$ cat src/hw/bcc_pkg.sv
// package: register map, field positions and fixed values of the command/class block
package bcc_pkg;
   // ***************************************************************
   // register offsets (byte addresses)
   // ***************************************************************
   localparam logic [11:0] CMD_STATUS_OFS = 12'h004;
   localparam logic [11:0] CLASS_CODE_OFS = 12'h008;
   localparam logic [11:0] DEV_CTRL_OFS = 12'h010;
   localparam logic [11:0] IRQ_STATUS_OFS = 12'h014;
   localparam logic [11:0] IRQ_MASK_OFS = 12'h018;
   // ***************************************************************
   // command bit positions
   // ***************************************************************
   localparam int IO_SPACE_BIT = 0;
   localparam int MEM_SPACE_BIT = 1;
   localparam int BUS_MASTER_BIT = 2;
   localparam int SPECIAL_CYC_BIT = 3;
   localparam int WR_INVAL_BIT = 4;
   localparam int PALETTE_BIT = 5;
   localparam int PARITY_RESP_BIT = 6;
   localparam int WAIT_CYC_BIT = 7;
   localparam int SYS_ERR_BIT = 8;
   localparam int FAST_B2B_BIT = 9;
   localparam int IRQ_DIS_BIT = 10;
   localparam int MDPE_BIT = 24;
   // device control: nonfatal and fatal reporting enables
   localparam int DC_NONFATAL_BIT = 1;
   localparam int DC_FATAL_BIT = 2;
   // ***************************************************************
   // fixed class fields and reset values
   // ***************************************************************
   localparam logic [7:0] BASE_CLASS = 8'h06;
   localparam logic [7:0] SUB_CLASS = 8'h04;
   localparam logic [7:0] INTERFACE_A = 8'h00;
   localparam logic [7:0] REVISION_DEFAULT = 8'h5A; // arbitrary value
   localparam logic [31:0] ZERO_WORD = 32'h0000_0000;
   // ***************************************************************
   // interrupt status bits
   // ***************************************************************
   localparam int EV_MDPE = 0;
   localparam int EV_UR = 1;
   localparam int EV_ERR_MSG = 2;
   localparam int EV_COUNT = 3;
   // request kinds arriving from the link
   typedef enum logic [1:0] {
      BCC_REQ_MEM,
      BCC_REQ_IO,
      BCC_REQ_OTHER
   } bcc_req_kind_t;
endpackage : bcc_pkg

$ cat src/hw/bcc_regs.sv
// command/class register bank of the bridge with APB slave and interrupt
// Behaviour
// [RULE1] interrupt disable bit reads zero always
// [RULE2] bits 9,7,5,3 read zero always
// [RULE3] system error enable gates own error reporting
// [RULE4] forward secondary SERR as error messages
// [RULE5] reporting enabled by command OR device control
// [RULE6] parity response gates master data parity flag
// [RULE7] write invalidate reads zero, never promotes
// [RULE8] bus master enable gates upstream initiation
// [RULE9] memory disabled answers unsupported request
// [RULE10] memory enabled forwards memory requests
// [RULE11] io disabled answers unsupported, else forward
// [RULE12] base class reads 0x06
// [RULE13] sub class reads 0x04
// [RULE14] programming interface reads 0x00
// [RULE15] revision byte fixed, not writable
// [RULE16] parity flag set on poison, write-one clears
// [RULE17] read-only writes ignored, fixed reads
//
// Chosen here: the APB slave port.
module bcc_regs
   import bcc_pkg::*;
#(
   parameter logic [7:0] REVISION = REVISION_DEFAULT
) (
   input wire logic CLK_SYS_IN,
   input wire logic NRST_IN,
   // apb slave
   input wire logic PSEL_IN,
   input wire logic PENABLE_IN,
   input wire logic PWRITE_IN,
   input wire logic [11:0] PADDR_IN,
   input wire logic [31:0] PWDATA_IN,
   output logic [31:0] PRDATA_OUT,
   output logic PREADY_OUT,
   output logic PSLVERR_OUT,
   // requests from the link
   input wire logic REQ_VALID_IN,
   input wire bcc_req_kind_t REQ_KIND_IN,
   output logic REQ_FWD_OUT,
   output logic REQ_UR_OUT,
   // error sources
   input wire logic POISON_CPL_IN,
   input wire logic POISON_WR_IN,
   input wire logic OWN_NONFATAL_IN,
   input wire logic OWN_FATAL_IN,
   input wire logic SEC_SERR_IN,
   output logic ERR_NONFATAL_OUT,
   output logic ERR_FATAL_OUT,
   // upstream initiation
   input wire logic MST_REQ_IN,
   output logic MST_GRANT_OUT,
   output logic WR_INVAL_OUT,
   output logic IRQ_OUT
);
   // ***************************************************************
   // storage
   // ***************************************************************
   logic io_space_en;
   logic memory_space_en;
   logic bus_master_en;
   logic parity_response_en;
   logic system_error_report_en;
   logic [2:0] dev_ctrl;
   logic [EV_COUNT-1:0] irq_mask;
   logic [EV_COUNT-1:0] irq_stat;
   logic [EV_COUNT-1:0] ev_set;
   logic master_data_parity_error;
   logic wr_acc;
   logic rd_acc;
   logic hit;
   logic [31:0] next_rdata;
   logic [31:0] cmd_word;
   logic report_nonfatal;
   logic report_fatal;
   logic irq_disable_bit;
   logic fast_b2b_enable;
   logic palette_snoop;
   logic special_cycle_en;
   logic wait_cycle_en;
   logic write_invalidate_en;

   // access strobes: slave answers in the first access cycle
   assign wr_acc = PSEL_IN && PENABLE_IN && PWRITE_IN;
   assign rd_acc = PSEL_IN && !PENABLE_IN && !PWRITE_IN;
   assign PREADY_OUT = 1'b1;

   // fixed-zero command bits; no storage so writes cannot stick
   assign irq_disable_bit = 1'b0;   // [RULE1]
   assign fast_b2b_enable = 1'b0;   // [RULE2]
   assign palette_snoop = 1'b0;     // [RULE2]
   assign special_cycle_en = 1'b0;  // [RULE2]
   assign wait_cycle_en = 1'b0;     // [RULE2]
   assign write_invalidate_en = 1'b0; // [RULE7]
   // writes are never promoted since the enable is frozen low
   assign WR_INVAL_OUT = write_invalidate_en; // [RULE7]

   // ***************************************************************
   // command register, writable bits only
   // ***************************************************************
   always_ff @(posedge CLK_SYS_IN) begin
      if (!NRST_IN) begin
         io_space_en <= 1'b0;
         memory_space_en <= 1'b0;
         bus_master_en <= 1'b0;
         parity_response_en <= 1'b0;
         system_error_report_en <= 1'b0;
      end else if (wr_acc && PADDR_IN == CMD_STATUS_OFS) begin
         io_space_en <= PWDATA_IN[IO_SPACE_BIT];           // [RULE11]
         memory_space_en <= PWDATA_IN[MEM_SPACE_BIT];      // [RULE9]
         bus_master_en <= PWDATA_IN[BUS_MASTER_BIT];       // [RULE8]
         parity_response_en <= PWDATA_IN[PARITY_RESP_BIT]; // [RULE6]
         system_error_report_en <= PWDATA_IN[SYS_ERR_BIT]; // [RULE3]
      end
   end

   // device control and interrupt mask
   always_ff @(posedge CLK_SYS_IN) begin
      if (!NRST_IN) begin
         dev_ctrl <= 3'h0;
         irq_mask <= '0;
      end else if (wr_acc && PADDR_IN == DEV_CTRL_OFS) begin
         dev_ctrl <= PWDATA_IN[2:0];
      end else if (wr_acc && PADDR_IN == IRQ_MASK_OFS) begin
         irq_mask <= PWDATA_IN[EV_COUNT-1:0];
      end
   end

   // ***************************************************************
   // master data parity error flag
   // ***************************************************************
   // only counts while parity response is enabled
   bcc_w1c_bit u_mdpe (
      .clk_in(CLK_SYS_IN),
      .nrst_in(NRST_IN),
      .set_in(parity_response_en && (POISON_CPL_IN || POISON_WR_IN)),
      .clr_in(wr_acc && PADDR_IN == CMD_STATUS_OFS
              && PWDATA_IN[MDPE_BIT]),
      .flag_out(master_data_parity_error)  // [RULE16] [RULE6]
   );

   // ***************************************************************
   // request gating
   // ***************************************************************
   bcc_req_gate u_gate (
      .clk_in(CLK_SYS_IN),
      .nrst_in(NRST_IN),
      .valid_in(REQ_VALID_IN),
      .kind_in(REQ_KIND_IN),
      .mem_en_in(memory_space_en),  // [RULE9] [RULE10]
      .io_en_in(io_space_en),       // [RULE11]
      .fwd_out(REQ_FWD_OUT),
      .ur_out(REQ_UR_OUT)
   );

   // upstream initiation only while bus mastering is on
   assign MST_GRANT_OUT = MST_REQ_IN && bus_master_en; // [RULE8]

   // ***************************************************************
   // error message reporting
   // ***************************************************************
   // either enable source lets messages out
   assign report_nonfatal = system_error_report_en
      || dev_ctrl[DC_NONFATAL_BIT]; // [RULE5] [RULE3]
   assign report_fatal = system_error_report_en
      || dev_ctrl[DC_FATAL_BIT];    // [RULE5] [RULE3]

   // secondary SERR maps to the nonfatal message only, only via the command bit
   always_ff @(posedge CLK_SYS_IN) begin
      if (!NRST_IN) begin
         ERR_NONFATAL_OUT <= 1'b0;
         ERR_FATAL_OUT <= 1'b0;
      end else begin
         ERR_NONFATAL_OUT <= (report_nonfatal && OWN_NONFATAL_IN)
            || (system_error_report_en && SEC_SERR_IN); // [RULE4]
         ERR_FATAL_OUT <= report_fatal && OWN_FATAL_IN;  // [RULE3]
      end
   end

   // ***************************************************************
   // interrupt status, one sticky bit per event
   // ***************************************************************
   assign ev_set[EV_MDPE] = parity_response_en
      && (POISON_CPL_IN || POISON_WR_IN);
   assign ev_set[EV_UR] = REQ_UR_OUT;
   assign ev_set[EV_ERR_MSG] = ERR_NONFATAL_OUT || ERR_FATAL_OUT;
   genvar gi;
   generate
      for (gi = 0; gi < EV_COUNT; gi++) begin : g_ev
         bcc_w1c_bit u_ev (
            .clk_in(CLK_SYS_IN),
            .nrst_in(NRST_IN),
            .set_in(ev_set[gi]),
            .clr_in(wr_acc && PADDR_IN == IRQ_STATUS_OFS && PWDATA_IN[gi]),
            .flag_out(irq_stat[gi])
         );
      end
   endgenerate
   assign IRQ_OUT = |(irq_stat & irq_mask);

   // ***************************************************************
   // read mux
   // ***************************************************************
   always_comb begin
      cmd_word = ZERO_WORD;
      cmd_word[IO_SPACE_BIT] = io_space_en;
      cmd_word[MEM_SPACE_BIT] = memory_space_en;
      cmd_word[BUS_MASTER_BIT] = bus_master_en;
      cmd_word[SPECIAL_CYC_BIT] = special_cycle_en;   // [RULE2]
      cmd_word[WR_INVAL_BIT] = write_invalidate_en;   // [RULE7]
      cmd_word[PALETTE_BIT] = palette_snoop;          // [RULE2]
      cmd_word[PARITY_RESP_BIT] = parity_response_en;
      cmd_word[WAIT_CYC_BIT] = wait_cycle_en;         // [RULE2]
      cmd_word[SYS_ERR_BIT] = system_error_report_en;
      cmd_word[FAST_B2B_BIT] = fast_b2b_enable;       // [RULE2]
      cmd_word[IRQ_DIS_BIT] = irq_disable_bit;        // [RULE1]
      cmd_word[MDPE_BIT] = master_data_parity_error;  // [RULE16]
   end

   always_comb begin
      next_rdata = ZERO_WORD;
      hit = 1'b1;
      if (PADDR_IN == CMD_STATUS_OFS) begin
         next_rdata = cmd_word;
      end else if (PADDR_IN == CLASS_CODE_OFS) begin
         // [RULE12] [RULE13] [RULE14] [RULE15] [RULE17]
         next_rdata = {BASE_CLASS, SUB_CLASS, INTERFACE_A, REVISION};
      end else if (PADDR_IN == DEV_CTRL_OFS) begin
         next_rdata = {29'h0, dev_ctrl};
      end else if (PADDR_IN == IRQ_STATUS_OFS) begin
         next_rdata = {29'h0, irq_stat};
      end else if (PADDR_IN == IRQ_MASK_OFS) begin
         next_rdata = {29'h0, irq_mask};
      end else begin
         hit = 1'b0;
      end
   end

   // read data captured in setup so it is stable during access
   always_ff @(posedge CLK_SYS_IN) begin
      if (!NRST_IN) begin
         PRDATA_OUT <= ZERO_WORD;
      end else if (rd_acc) begin
         PRDATA_OUT <= next_rdata;
      end
   end

   // unmapped addresses answer with an error, writes dropped
   assign PSLVERR_OUT = PSEL_IN && PENABLE_IN && !hit;
endmodule : bcc_regs

$ cat src/hw/bcc_req_gate.sv
// request gate: decides forward or unsupported from the space enables
module bcc_req_gate
   import bcc_pkg::*;
(
   input wire logic clk_in,
   input wire logic nrst_in,
   input wire logic valid_in,
   input wire bcc_req_kind_t kind_in,
   input wire logic mem_en_in,
   input wire logic io_en_in,
   output logic fwd_out,
   output logic ur_out
);
   logic next_fwd;
   logic next_ur;
   // memory and io requests are refused while their enable is clear
   always_comb begin
      next_fwd = 1'b0;
      next_ur = 1'b0;
      if (valid_in) begin
         case (kind_in)
            BCC_REQ_MEM: begin
               next_fwd = mem_en_in;
               next_ur = !mem_en_in;
            end
            BCC_REQ_IO: begin
               next_fwd = io_en_in;
               next_ur = !io_en_in;
            end
            default: begin
               next_fwd = 1'b1;
            end
         endcase
      end
   end
   // registered one-cycle verdict
   always_ff @(posedge clk_in) begin
      if (!nrst_in) begin
         fwd_out <= 1'b0;
         ur_out <= 1'b0;
      end else begin
         fwd_out <= next_fwd;
         ur_out <= next_ur;
      end
   end
endmodule : bcc_req_gate

$ cat src/hw/bcc_w1c_bit.sv
// sticky status flag: set by hardware, cleared by writing one
module bcc_w1c_bit (
   input wire logic clk_in,
   input wire logic nrst_in,
   input wire logic set_in,
   input wire logic clr_in,
   output logic flag_out
);
   // set wins over clear so an event in the clear cycle is kept
   always_ff @(posedge clk_in) begin
      if (!nrst_in) begin
         flag_out <= 1'b0;
      end else if (set_in) begin
         flag_out <= 1'b1;
      end else if (clr_in) begin
         flag_out <= 1'b0;
      end
   end
endmodule : bcc_w1c_bit

$ cat config.mk
export PLATFORM = sky130hd
export DESIGN_NAME = bcc_regs
export DESIGN_NICKNAME = d
export VERILOG_FILES = /design/src/hw/bcc_pkg.sv /design/src/hw/bcc_regs.sv /design/src/hw/bcc_req_gate.sv /design/src/hw/bcc_w1c_bit.sv
export SDC_FILE = /design/constraint.sdc
export NUM_CORES = 1
export LEC_CHECK = 0
export BUFFER_PORTS_ARGS = -buffer_cell sky130_fd_sc_hd__buf_2
export CORE_UTILIZATION = 36
export CTS_CLUSTER_DIAMETER = 100
export DETAILED_ROUTE_END_ITERATION = 6
export HOLD_SLACK_MARGIN = 0.06
export PLACE_DENSITY = 0.71
export SETUP_SLACK_MARGIN = 0.15
export SYNTH_ARGS = -nofsm -noshare
export SYNTH_HDL_FRONTEND = slang
export SYNTH_SLANG_ARGS = --single-unit
$ cat constraint.sdc
create_clock -name CLK_SYS_IN -period 3.2 [get_ports CLK_SYS_IN]
set_input_delay 0.16 -clock CLK_SYS_IN [delete_from_list [all_inputs] [get_ports CLK_SYS_IN]]
set_output_delay 0.16 -clock CLK_SYS_IN [all_outputs]
set_load 0.02 [all_outputs]
==> results.cfg <==
[yosys]
yosys.area_share.simple = 0.212
synth_edf_count = 0
synthTopCellsByArea = dfxtp_1 (36%), buf_4 (14%), mux2i_1 (4.1%), o21ai_0 (4.1%), a21oi_1 (3.8%)
synth_xor_area_frac = 0
synth_most_common_cell = buf_4
yosysWarnings = 0
synth_top_area_share = 0.360
synthMuxAreaShare = 0.0415
synthAdderAreaFrac = 0
synth.distinct_cells = 40
synth_top_family_by_area = simple AND/OR/NAND/NOR gates
synth_seq_cells = 26
syn_inst = 172
ys_top_cells_by_count = buf_4 (27), dfxtp_1 (26), o21ai_0 (12)
yosysSeqAreaShare = 0.360
avgSynthCellArea_um2 = 8.42
yosys.area.top_type = dfxtp_1
synth_compound_area_frac = 0.207
synth_area_um2 = 1450
ys.flop_type = dfxtp_1
synthArstFlopShare = 0

[routing]
first_pass_iters = 4
routed_via_density = 5.08
drt_iter0_drc = 44
drt_wl_total_mm = 3.33
drc = 0
antenna_left = 0
vias = 1316
wl_per_cell_um = 12.9

[placement]
routabilityCongestion = 0.880
place_area_um2 = 1600
hpwl_mm = 2.56
io_buffers = 49

[die]
coreArea_um2 = 3770
die-area_um2 = 4280
num_rows = 22
die_w_um = 65.4
start_util = 0.384
ios = 99
die_h_um = 65.4

[sta]
tightest_slew_ps = 960
fmax_ghz = 0.556
final_max_slew_viol_count = 0
timing.final.crit_share = 0.563
fin_worst_skew_ps = 7.14
finalCriticalPeriod_ps = 1800
grt_setup_unrepaired = no
relSlewSlack = 0.351
finalSetupViolCount = 0
hold_viol_final = 0
setup_tns_ps = 0
hold_slack_ps = 114

[grt]
grt_busiest_layer = met2
grt_pass1_vias = 1149
grt_max_degree = 18
met2_usage = 0.259
grt_util_met1 = 0.217
grt_first_pass_wirelength_mm = 5.33
overflow = 0
grt_antenna_before_repair = 0
met3_usage = 0.0417
track_usage = 0.164

[layout]
drive_gt1_frac = 0.261
regArea_um2 = 520
multiInputGateArea_um2 = 753
antennaDiodeCount = 0
fillers = 392
area_growth_pct = 15.3
post-route-cell-area_um2 = 1670
final_nets = 270

[min_path]
hp-class = in2reg
hold_path_end = u_gate.fwd_out
hold_depth = 3
min-delay-start = REQ_KIND_IN[1]

[worst_setup_path]
endpoint_kind = register
reg2reg_from = dev_ctrl[0]
reg2reg_slack_ps = 2120
r2r_end = PRDATA_OUT[0]
critPathKind = in2reg
reg2reg_depth = 3
arrival_ps = 1960
cp-startpoint = PADDR_IN[3]
worstPathMaxFanout = 15
startpoint_type = input port
required_ps = 3360

[clocking]
h-tree-depth = 1
insertion_delay_ps = 270
cts_tree = built
clockBufferDepth = 2
cts_resized = 0
cts_sinks = 26
cts_root_buffer = clkbuf_8
numCtsBuffers = 3
cts_setup_buffers = 0
hold_buffers = 0
path_clk_slew_ps = 90

[pwr]
p_per_area_nw_per_um2 = 412
peakVddDrop_mv = 0.306
power.total_uw = 687
power.leakage_uw = 0.000728

[outcome]
outcome = completed

[flow_run]
cap_violations = 0
[flip-flops by register name, indices dropped and copies added (netlist names), 3 cells and up]
signal,count
PRDATA_OUT,7
dev_ctrl,3
g_ev.u_ev.flag_out,3
irq_mask,3
[worst max-delay path: stages]
cell and delay, ps:
buf_2 180, or4b_1 670, nor4_1 510, a21boi_0 180
o31a_1 260
[worst max path at each step]
stage                                       end  slack, ps  cells past startpoint
after floorplan                 u_mdpe.flag_out       1500                      4
after global placement    g_ev[2].u_ev.flag_out       1140                      5
after detailed placement  g_ev[2].u_ev.flag_out       1110                      5
after CTS                 g_ev[2].u_ev.flag_out       1410                      5
after global routing      g_ev[2].u_ev.flag_out       1210                      5
final                     g_ev[2].u_ev.flag_out       1400                      5
[final cells by class]
| cell class | instances | share of cell area |
|---|---|---|
| Multi-Input combinational cell | 127 | 0.451 |
| Timing Repair Buffer | 49 | 0.147 |
| Sequential cell | 26 | 0.312 |
| Tap cell | 48 | 0.0360 |
| Inverter | 5 | 0.0112 |
| Clock buffer | 3 | 0.0247 |
| Clock inverter | 1 | 0.0180 |
[cells by family after synthesis]
group,count (synthesis)
simple gates,52
compound gates,46
buf+inv,40
flops,26
mux,6
other cells,2
[layout by cell type, fill, tap and decap left out, drive strengths merged, types with 3 or more instances in the layout]
master / instances
a32oi: 3
conb: 23
nand2: 6
clkbuf: 3
nor4: 6
o21ai: 12
inv: 4
mux2i: 6
a21oi: 11
a21boi: 4
dfxtp: 26
nand3: 7
nor3: 3
nand4: 3
buf: 49
o21a: 4
nor2: 11
[layer usage]
metal,part of all wire,vias up
met3,0.074,2
li1,-,657
met1,0.46,602
met2,0.46,55
met4,0.0066,0
met5,0,-
[metrics by stage]
stage               utilization  worst slack (ps)  cells
finish                    0.443              1400    259
global placement          0.424              1140    255
floorplan                     -              1500    193
CTS                       0.443              1410    259
detailed placement        0.424              1110    255
global route              0.443              1210    259
[where the power goes]
part	switching [µW]	internal (µW)	total, µW
combinational	61.9	25.6	87.5
sequential	1.58	326	328
clock	104	167	272
No activity file was read; power rests on OpenSTA's default activity.
